<file path="config.mk">
export PLATFORM = sky130hd
export DESIGN_NAME = vref_train_ctrl
export DESIGN_NICKNAME = d
export VERILOG_FILES = /design/src/common/vref_train_pkg.sv /design/src/common/timer_if.sv /design/src/rtl/sync2.sv /design/src/rtl/vref_train_ctrl.sv /design/src/rtl/wait_timer.sv
export SDC_FILE = /design/constraint.sdc
export NUM_CORES = 1
export LEC_CHECK = 0
export BUFFER_PORTS_ARGS = -buffer_cell sky130_fd_sc_hd__buf_2
export CAP_MARGIN = 20
export CORE_MARGIN = 2
export CORE_UTILIZATION = 49
export CTS_BUF_LIST = sky130_fd_sc_hd__clkbuf_2
export DETAILED_ROUTE_END_ITERATION = 8
export HOLD_SLACK_MARGIN = 0.02
export PLACE_DENSITY_LB_ADDON = 0.3
export SYNTH_ARGS = -nofsm -noshare
export SYNTH_HDL_FRONTEND = slang
export SYNTH_SLANG_ARGS = --single-unit
</file>
<file path="constraint.sdc">
create_clock -name MCLK_I -period 2 [get_ports MCLK_I]
set_clock_uncertainty 0.2 [all_clocks]
set_input_delay 0.3 -clock MCLK_I [delete_from_list [all_inputs] [get_ports MCLK_I]]
set_output_delay 0.3 -clock MCLK_I [all_outputs]
set_load 0.01 [all_outputs]
</file>
<file path="src/common/vref_train_pkg.sv">
/*
 Constants, register map and command codes for the data-input reference
 training controller. Assumes a 100 MHz controller clock.
*/
`default_nettype none
package vref_train_pkg;
  // Clock and documented wait times.
  localparam int CLK_PERIOD_NS = 10;
  localparam int ENTRY_DELAY_NS = 150;
  localparam int EXIT_DELAY_NS = 150;
  localparam int SETTLE_SHORT_NS = 60;
  localparam int SETTLE_LONG_NS = 150;
  localparam int TIMER_W = 8;
  // Least waits round up to whole cycles.
  localparam logic [TIMER_W-1:0] ENTRY_CYC =
    TIMER_W'((ENTRY_DELAY_NS + CLK_PERIOD_NS - 1) / CLK_PERIOD_NS);
  localparam logic [TIMER_W-1:0] EXIT_CYC =
    TIMER_W'((EXIT_DELAY_NS + CLK_PERIOD_NS - 1) / CLK_PERIOD_NS);
  localparam logic [TIMER_W-1:0] SETTLE_SHORT_CYC =
    TIMER_W'((SETTLE_SHORT_NS + CLK_PERIOD_NS - 1) / CLK_PERIOD_NS);
  localparam logic [TIMER_W-1:0] SETTLE_LONG_CYC =
    TIMER_W'((SETTLE_LONG_NS + CLK_PERIOD_NS - 1) / CLK_PERIOD_NS);

  // Software port.
  localparam int ADDR_W = 4;
  localparam int DATA_W = 32;
  localparam logic [ADDR_W-1:0] OFS_CTRL = 4'h0;
  localparam logic [ADDR_W-1:0] OFS_CFG = 4'h4;
  localparam logic [ADDR_W-1:0] OFS_USER = 4'h8;
  localparam logic [ADDR_W-1:0] OFS_STATUS = 4'hC;
  localparam logic [DATA_W-1:0] RDATA_NONE = 32'h0000_0000;

  // Control register fields.
  localparam int CTRL_OP_LSB = 0;
  localparam int CTRL_OP_W = 2;
  localparam int CTRL_RANGE_BIT = 2;
  localparam int CTRL_CODE_LSB = 8;
  localparam int CODE_W = 6;
  localparam logic [CTRL_OP_W-1:0] OP_ENTER = 2'h1;
  localparam logic [CTRL_OP_W-1:0] OP_LEVEL = 2'h2;
  localparam logic [CTRL_OP_W-1:0] OP_EXIT = 2'h3;
  localparam logic [CODE_W-1:0] CODE_MAX = 6'h32;
  localparam logic [CODE_W-1:0] CODE_ZERO = 6'h00;
  localparam logic [CODE_W-1:0] CODE_ONE_STEP = 6'h01;

  // Configuration register fields.
  localparam int CFG_PDA_BIT = 0;
  localparam int CFG_SKIP_BIT = 1;

  // User command register field.
  localparam int USER_CMD_LSB = 0;
  localparam int USER_CMD_W = 3;

  // Status register fields.
  localparam int ST_ACTIVE_BIT = 0;
  localparam int ST_BUSY_BIT = 1;
  localparam int ST_LEVEL_OK_BIT = 2;
  localparam int ST_ERROR_BIT = 3;
  localparam int ST_RANGE_BIT = 4;
  localparam int ST_CODE_LSB = 8;

  // Training mode register address bits.
  localparam int MR_W = 8;
  localparam int MR_ENABLE_BIT = 7;
  localparam int MR_RANGE_BIT = 6;

  typedef enum logic [USER_CMD_W-1:0] {
    CMD_DES, CMD_ACT, CMD_WR, CMD_WRA, CMD_RD, CMD_RDA, CMD_PRE, CMD_MRS
  } cmd_t;
endpackage
`default_nettype wire

</file>
<file path="src/common/timer_if.sv">
/*
 Load and busy handshake between the controller and its wait timer.
 Assumes both ends share one clock.
*/
`default_nettype none
interface timer_if #(parameter int W = 8);
  logic load;
  logic [W-1:0] count;
  logic busy;
  modport ctrl (output load, output count, input busy);
  modport timer (input load, input count, output busy);
endinterface
`default_nettype wire

</file>
<file path="src/rtl/sync2.sv">
/*
 Two flip-flop synchroniser for a group of level inputs.
 Assumes the inputs are slow levels from outside the clock domain.
*/
`default_nettype none
module sync2 #(parameter int W = 2) (
  input wire logic clk_i,          // Destination clock.
  input wire logic rst_i,          // Synchronous reset, active high.
  input wire logic [W-1:0] d_i,    // Asynchronous levels.
  output logic [W-1:0] q_o         // Synchronised levels.
);
  logic [W-1:0] meta_r;
  logic [W-1:0] q_r;

  always_ff @(posedge clk_i) begin
    if (rst_i) begin
      meta_r <= '0;
      q_r <= '0;
    end else begin
      meta_r <= d_i;
      q_r <= meta_r;
    end
  end

  assign q_o = q_r;
endmodule
`default_nettype wire

</file>
<file path="src/rtl/vref_train_ctrl.sv">
/*
 Controller that drives the memory's data-input reference training mode:
 entry, level steps, exit, and the commands allowed in between.
 Assumes software on a simple strobe port, and status pins from outside.
*/
// Our own choices: the address map and the strobed register port.
// Contract
// Level undefined until programmed by training.
// Bit 7 enables training mode.
// Bit 6 selects the reference range.
// Six-bit level code, codes above 50 reserved.
// Range and level written with enable.
// Entry write: bit 7 set, range chosen.
// Wait entry delay before training commands.
// Only ACT, WR, RD, PRE, DES, MRS allowed; the code also passes WRA and RDA.
// Dummy writes allowed before first level.
// Level write keeps enable and entry range.
// Write with bit 7 clear exits.
// Wait settling time after each level.
// Settle 60 ns single step, else 150.
// With per-device addressing only mode writes.
// Per-device addressing: data bit zero qualifies.
// Last level before exit stays in use.
// Exit only while all banks idle.
// Only deselects during exit delay.
// No level change in exit write.
// Settle fully before exiting.
// Range chosen at entry only.
// Training only after initialization completes.
// Device tracks a training-active flag.
`default_nettype none
module vref_train_ctrl (
  input wire logic MCLK_I,                // Controller clock.
  input wire logic RESET_I,               // Synchronous reset.
  input wire logic [3:0] ADDR_I,          // Register byte address.
  input wire logic [31:0] WDATA_I,        // Write data.
  input wire logic WR_I,                  // Write strobe.
  input wire logic RD_I,                  // Read strobe.
  output logic [31:0] RDATA_O,            // Read data, cycle after.
  input wire logic INIT_DONE_I,           // Memory initialised.
  input wire logic BANKS_IDLE_I,          // All banks idle.
  output logic [2:0] CMD_O,               // Command to the memory.
  output logic [7:0] MR_ADDR_O,           // Mode register address bits.
  output logic DQ0_O,                     // Data bit zero level.
  output logic DQ0_OE_O                   // Data bit zero drive enable.
);
  typedef enum logic [2:0] {
    ST_IDLE, ST_ENTRY_WAIT, ST_ACTIVE, ST_SETTLE, ST_EXIT_PEND,
    ST_EXIT_WAIT
  } state_t;

  localparam int TW = vref_train_pkg::TIMER_W;
  localparam int CW = vref_train_pkg::CODE_W;

  timer_if #(.W(TW)) tmr ();

  wait_timer #(.W(TW)) u_timer (
    .clk_i (MCLK_I),
    .rst_i (RESET_I),
    .tmr (tmr)
  );

  logic [1:0] pins_sync;
  logic init_ok;
  logic banks_idle;

  sync2 #(.W(2)) u_sync (
    .clk_i (MCLK_I),
    .rst_i (RESET_I),
    .d_i ({BANKS_IDLE_I, INIT_DONE_I}),
    .q_o (pins_sync)
  );

  assign init_ok = pins_sync[0];
  assign banks_idle = pins_sync[1];

  state_t state_r, state_nxt;
  logic range_r, range_nxt;
  logic [CW-1:0] code_r, code_nxt;
  logic level_ok_r, level_ok_nxt;
  logic first_level_r, first_level_nxt;
  logic err_r, err_nxt;
  logic pda_r, pda_nxt;
  logic skip_r, skip_nxt;
  vref_train_pkg::cmd_t cmd_r, cmd_nxt;
  logic [7:0] mr_r, mr_nxt;
  logic dq0_r, dq0_nxt;
  logic dq0_oe_r, dq0_oe_nxt;
  logic [31:0] rdata_r, rdata_nxt;

  logic wr_ctrl, wr_cfg, wr_user, wr_status;
  logic [vref_train_pkg::CTRL_OP_W-1:0] op;
  logic [CW-1:0] new_code;
  logic [CW-1:0] step;
  logic new_range;
  logic refused;
  logic do_exit;
  vref_train_pkg::cmd_t user_cmd;

  assign wr_ctrl = WR_I && (ADDR_I == vref_train_pkg::OFS_CTRL);
  assign wr_cfg = WR_I && (ADDR_I == vref_train_pkg::OFS_CFG);
  assign wr_user = WR_I && (ADDR_I == vref_train_pkg::OFS_USER);
  assign wr_status = WR_I && (ADDR_I == vref_train_pkg::OFS_STATUS);
  assign op = WDATA_I[vref_train_pkg::CTRL_OP_LSB +:
                      vref_train_pkg::CTRL_OP_W];
  assign new_code = WDATA_I[vref_train_pkg::CTRL_CODE_LSB +: CW];
  assign new_range = WDATA_I[vref_train_pkg::CTRL_RANGE_BIT];
  assign user_cmd = vref_train_pkg::cmd_t'(
    WDATA_I[vref_train_pkg::USER_CMD_LSB +: vref_train_pkg::USER_CMD_W]);
  assign step = (new_code > code_r) ? (new_code - code_r)
                                    : (code_r - new_code);

  // Sequencer: one command per cycle, deselect when idle.
  always_comb begin
    state_nxt = state_r;
    range_nxt = range_r;
    code_nxt = code_r;
    level_ok_nxt = level_ok_r;
    first_level_nxt = first_level_r;
    cmd_nxt = vref_train_pkg::CMD_DES;
    mr_nxt = mr_r;
    tmr.load = 1'b0;
    tmr.count = '0;
    refused = 1'b0;
    do_exit = 1'b0;
    case (state_r)
      ST_IDLE: begin
        if (wr_ctrl && op == vref_train_pkg::OP_ENTER) begin
          if (init_ok) begin
            // Entry write: code bits are don't-care, sent as zero.
            cmd_nxt = vref_train_pkg::CMD_MRS;
            mr_nxt = {1'b1, new_range, vref_train_pkg::CODE_ZERO};
            range_nxt = new_range;
            first_level_nxt = 1'b1;
            tmr.load = 1'b1;
            tmr.count = vref_train_pkg::ENTRY_CYC;
            state_nxt = ST_ENTRY_WAIT;
          end else begin
            refused = 1'b1;
          end
        end else if (wr_ctrl || wr_user) begin
          refused = 1'b1;
        end
      end
      ST_ENTRY_WAIT: begin
        refused = wr_ctrl || wr_user;
        if (!tmr.busy) begin
          state_nxt = ST_ACTIVE;
        end
      end
      ST_ACTIVE: begin
        if (wr_ctrl && op == vref_train_pkg::OP_LEVEL) begin
          if (new_code > vref_train_pkg::CODE_MAX) begin
            refused = 1'b1;
          end else begin
            cmd_nxt = vref_train_pkg::CMD_MRS;
            mr_nxt = {1'b1, range_r, new_code};
            code_nxt = new_code;
            level_ok_nxt = 1'b0;
            first_level_nxt = 1'b0;
            tmr.load = 1'b1;
            if (!first_level_r && step == vref_train_pkg::CODE_ONE_STEP)
            begin
              tmr.count = vref_train_pkg::SETTLE_SHORT_CYC;
            end else begin
              tmr.count = vref_train_pkg::SETTLE_LONG_CYC;
            end
            state_nxt = ST_SETTLE;
          end
        end else if (wr_ctrl && op == vref_train_pkg::OP_EXIT) begin
          if (banks_idle) begin
            do_exit = 1'b1;
          end else begin
            state_nxt = ST_EXIT_PEND;
          end
        end else if (wr_ctrl) begin
          refused = 1'b1;
        end else if (wr_user) begin
          if (pda_r || user_cmd == vref_train_pkg::CMD_MRS) begin
            refused = 1'b1;
          end else begin
            cmd_nxt = user_cmd;
          end
        end
      end
      ST_SETTLE: begin
        refused = wr_ctrl || wr_user;
        if (!tmr.busy) begin
          level_ok_nxt = 1'b1;
          state_nxt = ST_ACTIVE;
        end
      end
      ST_EXIT_PEND: begin
        refused = wr_ctrl || wr_user;
        if (banks_idle) begin
          do_exit = 1'b1;
        end
      end
      ST_EXIT_WAIT: begin
        refused = wr_ctrl || wr_user;
        if (!tmr.busy) begin
          state_nxt = ST_IDLE;
        end
      end
      default: begin
        state_nxt = ST_IDLE;
      end
    endcase
    if (do_exit) begin
      // Exit write repeats the stored range and code unchanged.
      cmd_nxt = vref_train_pkg::CMD_MRS;
      mr_nxt = {1'b0, range_r, code_r};
      tmr.load = 1'b1;
      tmr.count = vref_train_pkg::EXIT_CYC;
      state_nxt = ST_EXIT_WAIT;
    end
  end

  // Per-device addressing qualifies every mode write on data bit zero.
  always_comb begin
    dq0_nxt = 1'b0;
    dq0_oe_nxt = 1'b0;
    if (cmd_nxt == vref_train_pkg::CMD_MRS && pda_r) begin
      dq0_oe_nxt = 1'b1;
      dq0_nxt = skip_r;
    end
  end

  // Configuration and the sticky refusal flag; a new refusal wins.
  always_comb begin
    pda_nxt = pda_r;
    skip_nxt = skip_r;
    err_nxt = err_r;
    if (wr_cfg) begin
      pda_nxt = WDATA_I[vref_train_pkg::CFG_PDA_BIT];
      skip_nxt = WDATA_I[vref_train_pkg::CFG_SKIP_BIT];
    end
    if (wr_status && WDATA_I[vref_train_pkg::ST_ERROR_BIT]) begin
      err_nxt = 1'b0;
    end
    if (refused) begin
      err_nxt = 1'b1;
    end
  end

  // Read data stand in the cycle after the read strobe.
  always_comb begin
    rdata_nxt = vref_train_pkg::RDATA_NONE;
    if (RD_I) begin
      case (ADDR_I)
        vref_train_pkg::OFS_CTRL: begin
          rdata_nxt[vref_train_pkg::CTRL_RANGE_BIT] = range_r;
          rdata_nxt[vref_train_pkg::CTRL_CODE_LSB +: CW] = code_r;
        end
        vref_train_pkg::OFS_CFG: begin
          rdata_nxt[vref_train_pkg::CFG_PDA_BIT] = pda_r;
          rdata_nxt[vref_train_pkg::CFG_SKIP_BIT] = skip_r;
        end
        vref_train_pkg::OFS_STATUS: begin
          rdata_nxt[vref_train_pkg::ST_ACTIVE_BIT] = (state_r != ST_IDLE);
          rdata_nxt[vref_train_pkg::ST_BUSY_BIT] =
            (state_r != ST_IDLE) && (state_r != ST_ACTIVE);
          rdata_nxt[vref_train_pkg::ST_LEVEL_OK_BIT] = level_ok_r;
          rdata_nxt[vref_train_pkg::ST_ERROR_BIT] = err_r;
          rdata_nxt[vref_train_pkg::ST_RANGE_BIT] = range_r;
          rdata_nxt[vref_train_pkg::ST_CODE_LSB +: CW] = code_r;
        end
        default: begin
          rdata_nxt = vref_train_pkg::RDATA_NONE;
        end
      endcase
    end
  end

  always_ff @(posedge MCLK_I) begin
    if (RESET_I) begin
      state_r <= ST_IDLE;
      range_r <= 1'b0;
      code_r <= vref_train_pkg::CODE_ZERO;
      level_ok_r <= 1'b0;
      first_level_r <= 1'b1;
      err_r <= 1'b0;
      pda_r <= 1'b0;
      skip_r <= 1'b0;
      cmd_r <= vref_train_pkg::CMD_DES;
      mr_r <= 8'h00;
      dq0_r <= 1'b0;
      dq0_oe_r <= 1'b0;
      rdata_r <= vref_train_pkg::RDATA_NONE;
    end else begin
      state_r <= state_nxt;
      range_r <= range_nxt;
      code_r <= code_nxt;
      level_ok_r <= level_ok_nxt;
      first_level_r <= first_level_nxt;
      err_r <= err_nxt;
      pda_r <= pda_nxt;
      skip_r <= skip_nxt;
      cmd_r <= cmd_nxt;
      mr_r <= mr_nxt;
      dq0_r <= dq0_nxt;
      dq0_oe_r <= dq0_oe_nxt;
      rdata_r <= rdata_nxt;
    end
  end

  assign CMD_O = cmd_r;
  assign MR_ADDR_O = mr_r;
  assign DQ0_O = dq0_r;
  assign DQ0_OE_O = dq0_oe_r;
  assign RDATA_O = rdata_r;
endmodule
`default_nettype wire

</file>
<file path="src/rtl/wait_timer.sv">
/*
 Down counter for protocol waits: busy from the edge after a load until
 count cycles have passed. Assumes a synchronous active-high reset.
*/
`default_nettype none
module wait_timer #(parameter int W = 8) (
  input wire logic clk_i,   // Controller clock.
  input wire logic rst_i,   // Synchronous reset, active high.
  timer_if.timer tmr        // Load and busy.
);
  logic [W-1:0] cnt_r;
  logic [W-1:0] cnt_nxt;

  always_comb begin
    cnt_nxt = cnt_r;
    if (tmr.load) begin
      cnt_nxt = tmr.count;
    end else if (cnt_r != '0) begin
      cnt_nxt = cnt_r - 1'b1;
    end
  end

  always_ff @(posedge clk_i) begin
    if (rst_i) begin
      cnt_r <= '0;
    end else begin
      cnt_r <= cnt_nxt;
    end
  end

  assign tmr.busy = (cnt_r != '0);
endmodule
`default_nettype wire

</file>
Word level (Yosys, flattened, before mapping)

Cells that the tools add are included.

Bitwise operators: 6
Order comparisons: 2
Equality and inequality tests: 35
Add/subtract/negate cells: 3
Mux-type cells: 68
Reduce and logical (&&, ||, !) cells: 38

Operator list:

| kind                                                  | count |
|---|---|
| two-way mux 8 bit                                     | 7 |
| two-way mux 3 bit                                     | 18 |
| two-way mux 1 bit                                     | 25 |
| inequality test 3 bit, second input constant          | 7 |
| two-way mux 4 bit                                     | 5 |
| case mux 8 bit (2 select lines)                       | 1 |
| AND reduction 8 bit                                   | 2 |
| case mux 3 bit (5 select lines)                       | 1 |
| inequality test 2 bit, second input constant          | 7 |
| == test 3 bit, second input constant                  | 4 |
| inequality test 4 bit, second input constant          | 3 |
| subtractor 6 bit                                      | 2 |
| logical AND 1 bit                                     | 11 |
| case mux 1 bit (2 select lines)                       | 5 |
| AND reduction 5 bit                                   | 2 |
| OR reduction 2 bit                                    | 5 |
| inequality test 3 x 2 -> 1 bit, second input constant | 3 |
| == test 4 bit, second input constant                  | 2 |
| case mux 4 bit (2 select lines)                       | 1 |
| nonzero test 2 bit                                    | 4 |
| nonzero test 8 bit                                    | 1 |
| subtractor 8 x 1 -> 8 bit, second input constant      | 1 |
| two-way mux 7 bit                                     | 1 |
| == test 3 x 2 -> 1 bit, second input constant         | 2 |
| 22 further kinds                                      | 32 |

Bits in registers: 72
Word-level logic and storage cells: 173
Input port bits: 42
Output and inout port bits: 45

Logic depth before layout (Yosys ltp)

Gate-level depths: netlist of run 1.

Word-level depth: 13
Depth in mapped cells: 10
Gate-level depth less buffers: 10

Hierarchy

Synthesis of run 1 repeated with hierarchy kept, for this count alone.

Cells, all modules: 368
Area, all modules: 3059.2 um^2

Modules (own cells, without submodules):

| module          | area an instance (um^2) | cells each | times used | seq. area each (um^2) |
|---|---|---|---|---|
| vref_train_ctrl | 2474.9                  | 306        | 1          | 780.7 |
| wait_timer      | 479.2                   | 54         | 1          | 160.2 |
| sync2           | 105.1                   | 8          | 1          | 80.1 |

Least setup slack after synthesis of run 1

No wires, ideal clock.

Path type: register -> register
From: register code_r[0]
To: register u_timer.cnt_r[0]
Library setup time: 134 ps
Clock period less this slack: 2163 ps
Stages on the path, launching flop included: 11
Path buffers: 0
Path slack: -163 ps
Data required time: 1666 ps
Arrival: 1828 ps
Cell sequence: dfxtp_1 inv_1 ha_1 fa_1 nor2b_1 o21ai_0 nor4b_1 nor2_1 a21oi_1 a21o_1 a211oi_1

Word-level cells in the longest chain between the ends: 10
Elaborated cells between the ends (all ways): 12
Those cells by class: 2 x add/sub; 1 x order compare; 1 x eq/ne; 7 x mux; 1 x reduce/logical

RTL lines:

| element                                  | line                   | text |
|---|---|---|
| start, declared                          | vref_train_ctrl.sv:79  | `logic [CW-1:0] code_r, code_nxt;` |
| start signal, assigned                   | vref_train_ctrl.sv:279 | `code_r <= vref_train_pkg::CODE_ZERO;` |
| start signal, assigned                   | vref_train_ctrl.sv:293 | `code_r <= code_nxt;` |
| subtractor 6 bit (tied with other cells) | vref_train_ctrl.sv:111 | `: (code_r - new_code);` |
| two-way mux 6 bit (*)                    | vref_train_ctrl.sv:110 | `assign step = (new_code > code_r) ? (new_code - code_r)` |
| == test 6 x 1 -> 1 bit (*)               | vref_train_ctrl.sv:162 | `if (!first_level_r && step == vref_train_pkg::CODE_ONE_STEP)` |
| logical AND 1 bit (*)                    | vref_train_ctrl.sv:162 |  |
| two-way mux 4 bit (*)                    | vref_train_ctrl.sv:162 |  |
| two-way mux 4 bit (*)                    | vref_train_ctrl.sv:153 | `if (new_code > vref_train_pkg::CODE_MAX) begin` |
| two-way mux 4 bit (*)                    | vref_train_ctrl.sv:152 | `if (wr_ctrl && op == vref_train_pkg::OP_LEVEL) begin` |
| case mux 4 bit (2 select lines) (*)      | vref_train_ctrl.sv:126 | `case (state_r)` |
| two-way mux 8 bit (*)                    | vref_train_ctrl.sv:209 | `if (do_exit) begin` |
| two-way mux 8 bit (*)                    | wait_timer.sv:16       | `if (tmr.load) begin` |
| end signal, assigned                     | wait_timer.sv:27       | `cnt_r <= cnt_nxt;` |
| end, declared                            | wait_timer.sv:11       | `logic [W-1:0] cnt_r;` |

Every way passes the cells marked *; elsewhere a longest branch is shown, timed or not.
A chain may end at the register's enable or synchronous reset.

Worst setup path in the final report of run 1

From: register code_r[0]
To: register u_timer.cnt_r[3]

Same word-level chain as after synthesis.

==> flow_summary.toml, run 1 <==
[die]
num_io_pins = 87
core_area_um2 = 6240
rows = 29
die_x_um = 83.6
start_util = 0.498
die_area_um2 = 6990
die_h_um = 83.6

[min_path]
whs_path_depth = 4
hold_class = "input pin to flop"

[setup_path]
path_cells = "ha_4, fa_2, nor2b_2, o21ai_2, o211ai_1, nand4b_1, nor4_2, a21o_1, o21ai_1"
cp.required_ns = 2.15
reg2reg_to = "u_timer.cnt_r[3]$_SDFFE_PP0P_"
r2r_slack_ns = -0.23
critPathArrivalTime_ns = 2.38
crit_type = "flop to flop"
crit_path_start_kind = "flop"
critical_path.max_fanout = 3
r2r_start = "code_r[0]$_SDFFE_PP0P_"
cpPeakStageDelay_ns = 0.42
reg2reg_depth = 9
worstSetupEndpoint = "u_timer.cnt_r[3]$_SDFFE_PP0P_"
cp-end-kind = "flop"
crit_slowest_cell = "dfxtp_4"
cp-startpoint = "code_r[0]$_SDFFE_PP0P_"

[finish]
diodes = 0
area_growth_pct = 23.8
fillCellCount = 558
instances_no_fill = 531
fin_util = 0.616
num-nets-final = 510
final_layout_size_suffix_gt1_frac = 0.357
fin_area_um2 = 3840

[placed_design]
postPlaceCellArea_um2 = 3650
dpl.cell_count = 513
dp_hpwl_um = 5410
gp_congestion = 0.893
port_buffers = 43

[power_and_ir_drop]
power_density_nw_per_um2 = 581
finalPower_w = 0.00223
ir_drop_mv = 0.676
p_leak_nw = 1.71

[global_routing]
grt_pass1_wl_um = 12200
first_global_vias = 2645
globalRouteTotalUtil = 0.211
antenna_found_initial = 0
grt_max_degree = 22
grt-ovfl-total = 0

[sta]
slew_violations = 0
timing.fmax_ghz = 0.448
finalSetupViolCount = 3
fin_ws_ns = -0.230
maxSlewHeadroom = 0.628
fin_tns_setup_ns = -0.457
finalCritPeriodShare = 1.12
final.min_clock_period_ns = 2.23
hold_viol_final = 0
rsz0062_at_grt = "yes"
worst_slew_pin_slew_ns = 0.544

[run_status]
violations = "negative setup slack"
status = "finished with violations"

[synthesis]
yosysUniqueCellTypes = 68
syn-cell-area_um2 = 3110
synth_ff_type = "dfxtp_1"
synth_top_cell_area_share = 0.329
synth_seq_area_share = 0.329
synth_seq_cells = 51
synth.most_common_cell = "dfxtp_1"
synth_area_leaders = "dfxtp_1 33%, buf_4 5.3%, nor2_1 5.3%, ha_1 5.2%, nand2_1 3.3%"
synth_area_per_cell_um2 = 8.72
ys_top_cells_by_count = "51 x dfxtp_1, 44 x nor2_1, 27 x nand2_1, 22 x buf_4, 19 x inv_1"
synth-edff-count = 0
yosys.area.top_type = "dfxtp_1"
syn_inst = 356
yosysWarnings = 0
postSynth.asyncResetShare = 0

[cts]
htreeDepth = 2
cts_tree = "yes"
clkSinkCount = 51
cts_buffers = 5
cts_root_buffer = "clkbuf_2"
clk_pin_slew_ns = 0.25
clk_latency_ns = 0.42
clockBufferDepth = 2

[detailed_routing]
wl_per_cell_um = 13.7
vias_per_cell = 5.23
drtIter0Drc = 194
drtAntennaViolNets = 0
vias = 2776
drc = 0
dr.pass1.iters = 4
routed_wl_um = 7290

[flow_run]
drv_cap = 0
layout by cell type, fill, tap and decap left out, types with 4 or more instances in the layout:
cell	count
a211oi_1	8
a211oi_2	6
a21oi_1	16
a21oi_2	6
a31oi_1	7
and3_1	6
buf_2	43
buf_4	57
clkbuf_2	6
conb_1	21
dfxtp_1	45
dlygate4sd3_1	6
ha_1	10
inv_1	17
mux2i_1	9
nand2_1	27
nand3_1	4
nor2_1	44
nor2b_1	5
nor3_1	13
o21ai_0	6
worst min path at each step:
stage | start | slack, ns | to
4_1_cts | RD_I | 0.03 | RDATA_O[1]$_SDFF_PP0_
2_1_floorplan | u_sync.meta_r[0]$_SDFF_PP0_ | 0.21 | u_sync.q_o[0]$_SDFF_PP0_
3_5_place_dp | u_sync.meta_r[1]$_SDFF_PP0_ | 0.22 | u_sync.q_o[1]$_SDFF_PP0_
3_3_place_gp | u_sync.meta_r[1]$_SDFF_PP0_ | 0.22 | u_sync.q_o[1]$_SDFF_PP0_
6_report | WDATA_I[3] | 0.04 | err_r$_SDFFE_PP0P_
5_1_grt | RD_I | 0.04 | RDATA_O[1]$_SDFF_PP0_
final cells by class:
type	instances	area [µm²]	share of cell area
clock buffers	6	30.0	0.00781
inverters	19	71.3	0.0185
flip-flops and latches	51	1040	0.269
repair buffers	108	743	0.193
well taps	77	96.3	0.0251
multi-input cells	268	1860	0.484
clock inverters	2	7.51	0.00195
cell families after synthesis:
| group | count (synthesis) | share of synthesized area |
|---|---|---|
| adders and majority gates | 15 | 0.0653 |
| muxes | 12 | 0.0411 |
| DFF | 51 | 0.329 |
| xor gates and xnor gates | 5 | 0.0141 |
| and+or+nand+nor | 145 | 0.266 |
| other | 1 | 0.00121 |
| AOI/OAI and AO/OA | 70 | 0.164 |
| buffers and inverters | 57 | 0.120 |
flip-flops by register name, indices dropped and copies added, names as in the netlist, 2 cells and up:
signal / cells
RDATA_O: 11
MR_ADDR_O: 8
u_timer.cnt_r: 8
code_r: 6
CMD_O: 3
state_r: 3
u_sync.meta_r: 2
u_sync.q_o: 2
metal layers:
metal	vias to the layer above	share of wire	track usage
li1	1403	-	-
met1	1287	0.47	0.284
met2	78	0.47	0.348
met3	8	0.053	0.0307
met4	0	0.012	0.0645
met5	-	0	0
through the flow:
stage	setup WS [ns]	hold slack [ns]
2_1_floorplan	-0.0774	0.214
3_3_place_gp	-0.286	0.218
3_5_place_dp	-0.369	0.225
6_report	-0.230	0.0411
5_1_grt	-0.396	0.0367
4_1_cts	-0.179	0.0255
timing repair:
action	in CTS	in global routing
hold buffers	6	0
resized for setup	7	12
hold endpoints to repair	9	0
setup endpoints to repair	3	12
cloned	0	0
setup buffers	0	4
pin swaps	7	3
report_power, final:
| group | switching [W] | total (W) | internal [W] | leakage, nW |
|---|---|---|---|---|
| Combinational | 0.000357 | 0.000673 | 0.000315 | 1.26 |
| Sequential | 0.0000644 | 0.00115 | 0.00109 | 0.417 |
| Clock | 0.000323 | 0.000407 | 0.0000842 | 0.0281 |
| Total | 0.000745 | 0.00223 | 0.00149 | 1.71 |
critical path: cells and delay by family, from the launching register on:
kind	cells	cell delay, ns
adder cells (fa/ha/maj)	2	0.50
AND/OR/NAND/NOR	3	0.51
AO/OA/AOI/OAI	4	0.53
flip-flops	1	0.42
(Power assumes the default switching activity.)
==> run 2, diff against run 1 <==
--- a/config.mk
+++ b/config.mk
@@ -9,2 +9,3 @@
 export CAP_MARGIN = 20
+export CORE_ASPECT_RATIO = 0.5
 export CORE_MARGIN = 2
==> constraint.sdc (replaced) <==
create_clock -name MCLK_I -period 2 [get_ports MCLK_I]
set_clock_uncertainty 0.2 [all_clocks]
set_input_delay 0 -clock MCLK_I [delete_from_list [all_inputs] [get_ports MCLK_I]]
set_output_delay 0 -clock MCLK_I [all_outputs]
set_load 0.01 [all_outputs]
==> run 2 against run 1 <==
Against the previous run:
- the run still ends with negative setup slack left
- hold slack better by 0.16 ns
- critical path depth stayed put
- register-to-register slack hardly changed
- highest routed layer unchanged
- critical path type unchanged
- cell count is 2.4% higher
- via count is 2.2% higher
- global-route usage is 1.9 points higher
- clock-buffer cell count is 1 lower
- largest cell class unchanged
- die area is 0.56% higher
==> flow_summary.toml, run 2 (same netlist as run 1, synthesis figures left out) <==
[cts]
clkSinkCount = 51
clk_latency_ns = 0.43
cts_buffers = 5
htreeDepth = 2
cts_tree = "yes"
clk_pin_slew_ns = 0.27
cts_root_buffer = "clkbuf_2"
clockBufferDepth = 2

[global_routing]
first_global_vias = 2628
globalRouteTotalUtil = 0.229
grt_max_degree = 23
antenna_found_initial = 0
grtUsageMet3 = 0.0375
grt_use_met2 = 0.393
grt-ovfl-total = 0
gr-max-usage-layer = "met2"
grt_pass1_wl_um = 12600
gr-usage-met1 = 0.311

[die]
core_area_um2 = 6110
start_util = 0.509
rows = 20
num_io_pins = 87
die_h_um = 60.3
die_x_um = 117
die_area_um2 = 7030

[placed_design]
dp_hpwl_um = 5480
gp_congestion = 0.875
postPlaceCellArea_um2 = 3510
port_buffers = 43
dpl.cell_count = 505

[sta]
fin_tns_setup_ns = -0.519
fin_ws_ns = -0.220
finalSetupViolCount = 4
hold_viol_final = 0
final.min_clock_period_ns = 2.22
maxSlewHeadroom = 0.644
rsz0062_at_grt = "yes"
worst_slew_pin_slew_ns = 0.521
timing.fmax_ghz = 0.451
slew_violations = 0
finalCritPeriodShare = 1.11
hold_ws_ns = 0.201

[detailed_routing]
routed_wl_um = 7910
drtAntennaViolNets = 0
drtIter0Drc = 206
vias = 2838
dr.pass1.iters = 5
drc = 0
wl_per_cell_um = 14.5
vias_per_cell = 5.22

[setup_path]
crit_slowest_cell = "dfxtp_4"
crit_buf_inv = 0
r2r_slack_ns = -0.22
crit_path_start_kind = "flop"
path_cells = "ha_4, fa_2, nor2b_2, o21ai_2, a21oi_2, o22ai_2, and4_1, a21o_1, a211oi_2"
critical_path.max_fanout = 3
cp.required_ns = 2.19
crit_family = "compound AO/OA/AOI/OAI gates"
crit_type = "flop to flop"
cp-end-kind = "flop"
cpPeakStageDelay_ns = 0.42
critPathArrivalTime_ns = 2.41

[power_and_ir_drop]
power_density_nw_per_um2 = 569
p_leak_nw = 1.71
p_sw_w = 0.000755
seq_power_share = 0.506
combPwrFrac = 0.313
p_int_w = 0.00149
swShare = 0.336
clkPwrFrac = 0.180
ir_drop_mv = 0.332

[flow_run]
drv_cap = 0

[finish]
final_common_cell = "dfxtp_1"
largest_reg_flops = 11
final_layout_size_suffix_gt1_frac = 0.318
area_growth_pct = 27.1
fin_util = 0.647
mostFrequentLayoutCells = "48 x dfxtp_1, 44 x nor2_1, 43 x buf_2"
num-nets-final = 513
diodes = 0
fillCellCount = 495
fin_area_um2 = 3950
instances_no_fill = 544

[min_path]
hold_class = "input pin to flop"

[run_status]
status = "finished with violations"
violations = "negative setup slack"
run 2: final cells by class:
cell class | instances | area, µm² | area share
Multi-Input combinational cell | 268 | 1870 | 0.474
Clock buffer | 5 | 25.0 | 0.00634
Clock inverter | 2 | 13.8 | 0.00349
Tap cell | 88 | 110 | 0.0279
Timing Repair Buffer | 111 | 827 | 0.210
Sequential cell | 51 | 1030 | 0.260
Inverter | 19 | 71.3 | 0.0181
run 2: what timing repair did:
| action | 4_1_cts | 5_1_grt |
|---|---|---|
| resized for setup | 11 | 11 |
| buffers inserted | 2 | 1 |
| hold buffers | 29 | 0 |
| setup endpoints to repair | 3 | 11 |
| hold endpoints to repair | 43 | 0 |
| pin swaps | 13 | 3 |
run 2: worst paths after layout:
path | depth (start not counted) | endpoint | from
worst min register to register | 2 | u_timer.cnt_r[6]$_SDFFE_PP0P_ | u_timer.cnt_r[6]$_SDFFE_PP0P_
worst min-delay path | 4 | code_r[5]$_SDFFE_PP0P_ | WDATA_I[13]
worst max register to register | 9 | u_timer.cnt_r[0]$_SDFFE_PP0P_ | code_r[0]$_SDFFE_PP0P_
worst max-delay path | 9 | u_timer.cnt_r[0]$_SDFFE_PP0P_ | code_r[0]$_SDFFE_PP0P_
run 2: tightest hold or removal path, stage by stage:
cell and delay, ns:
dlygate4sd3_1 0.52, buf_2 0.15, nor2_1 0.10, a211oi_1 0.06
run 2: routing by layer:
metal | up-vias | routed length [µm]
met4 | 0 | 78
li1 | 1401 | -
met5 | - | 0
met1 | 1322 | 3650
met2 | 105 | 3690
met3 | 10 | 494
run 2: power groups by stage:
stage	Sequential [W]	Clock [W]	Combinational, W
2_1_floorplan	0.00115	0	0.000491
3_3_place_gp	0.00115	0	0.000600
3_5_place_dp	0.00116	0	0.000631
4_1_cts	0.00114	0.000408	0.000689
5_1_grt	0.00115	0.000459	0.000780
6_report	0.00114	0.000405	0.000703
run 2: through the flow:
| step | power, W | worst slack [ns] |
|---|---|---|
| floorplan | 0.00164 | -0.0950 |
| global placement | 0.00175 | -0.181 |
| detailed placement | 0.00179 | -0.241 |
| CTS | 0.00224 | -0.169 |
| global route | 0.00239 | -0.280 |
| finish | 0.00225 | -0.220 |
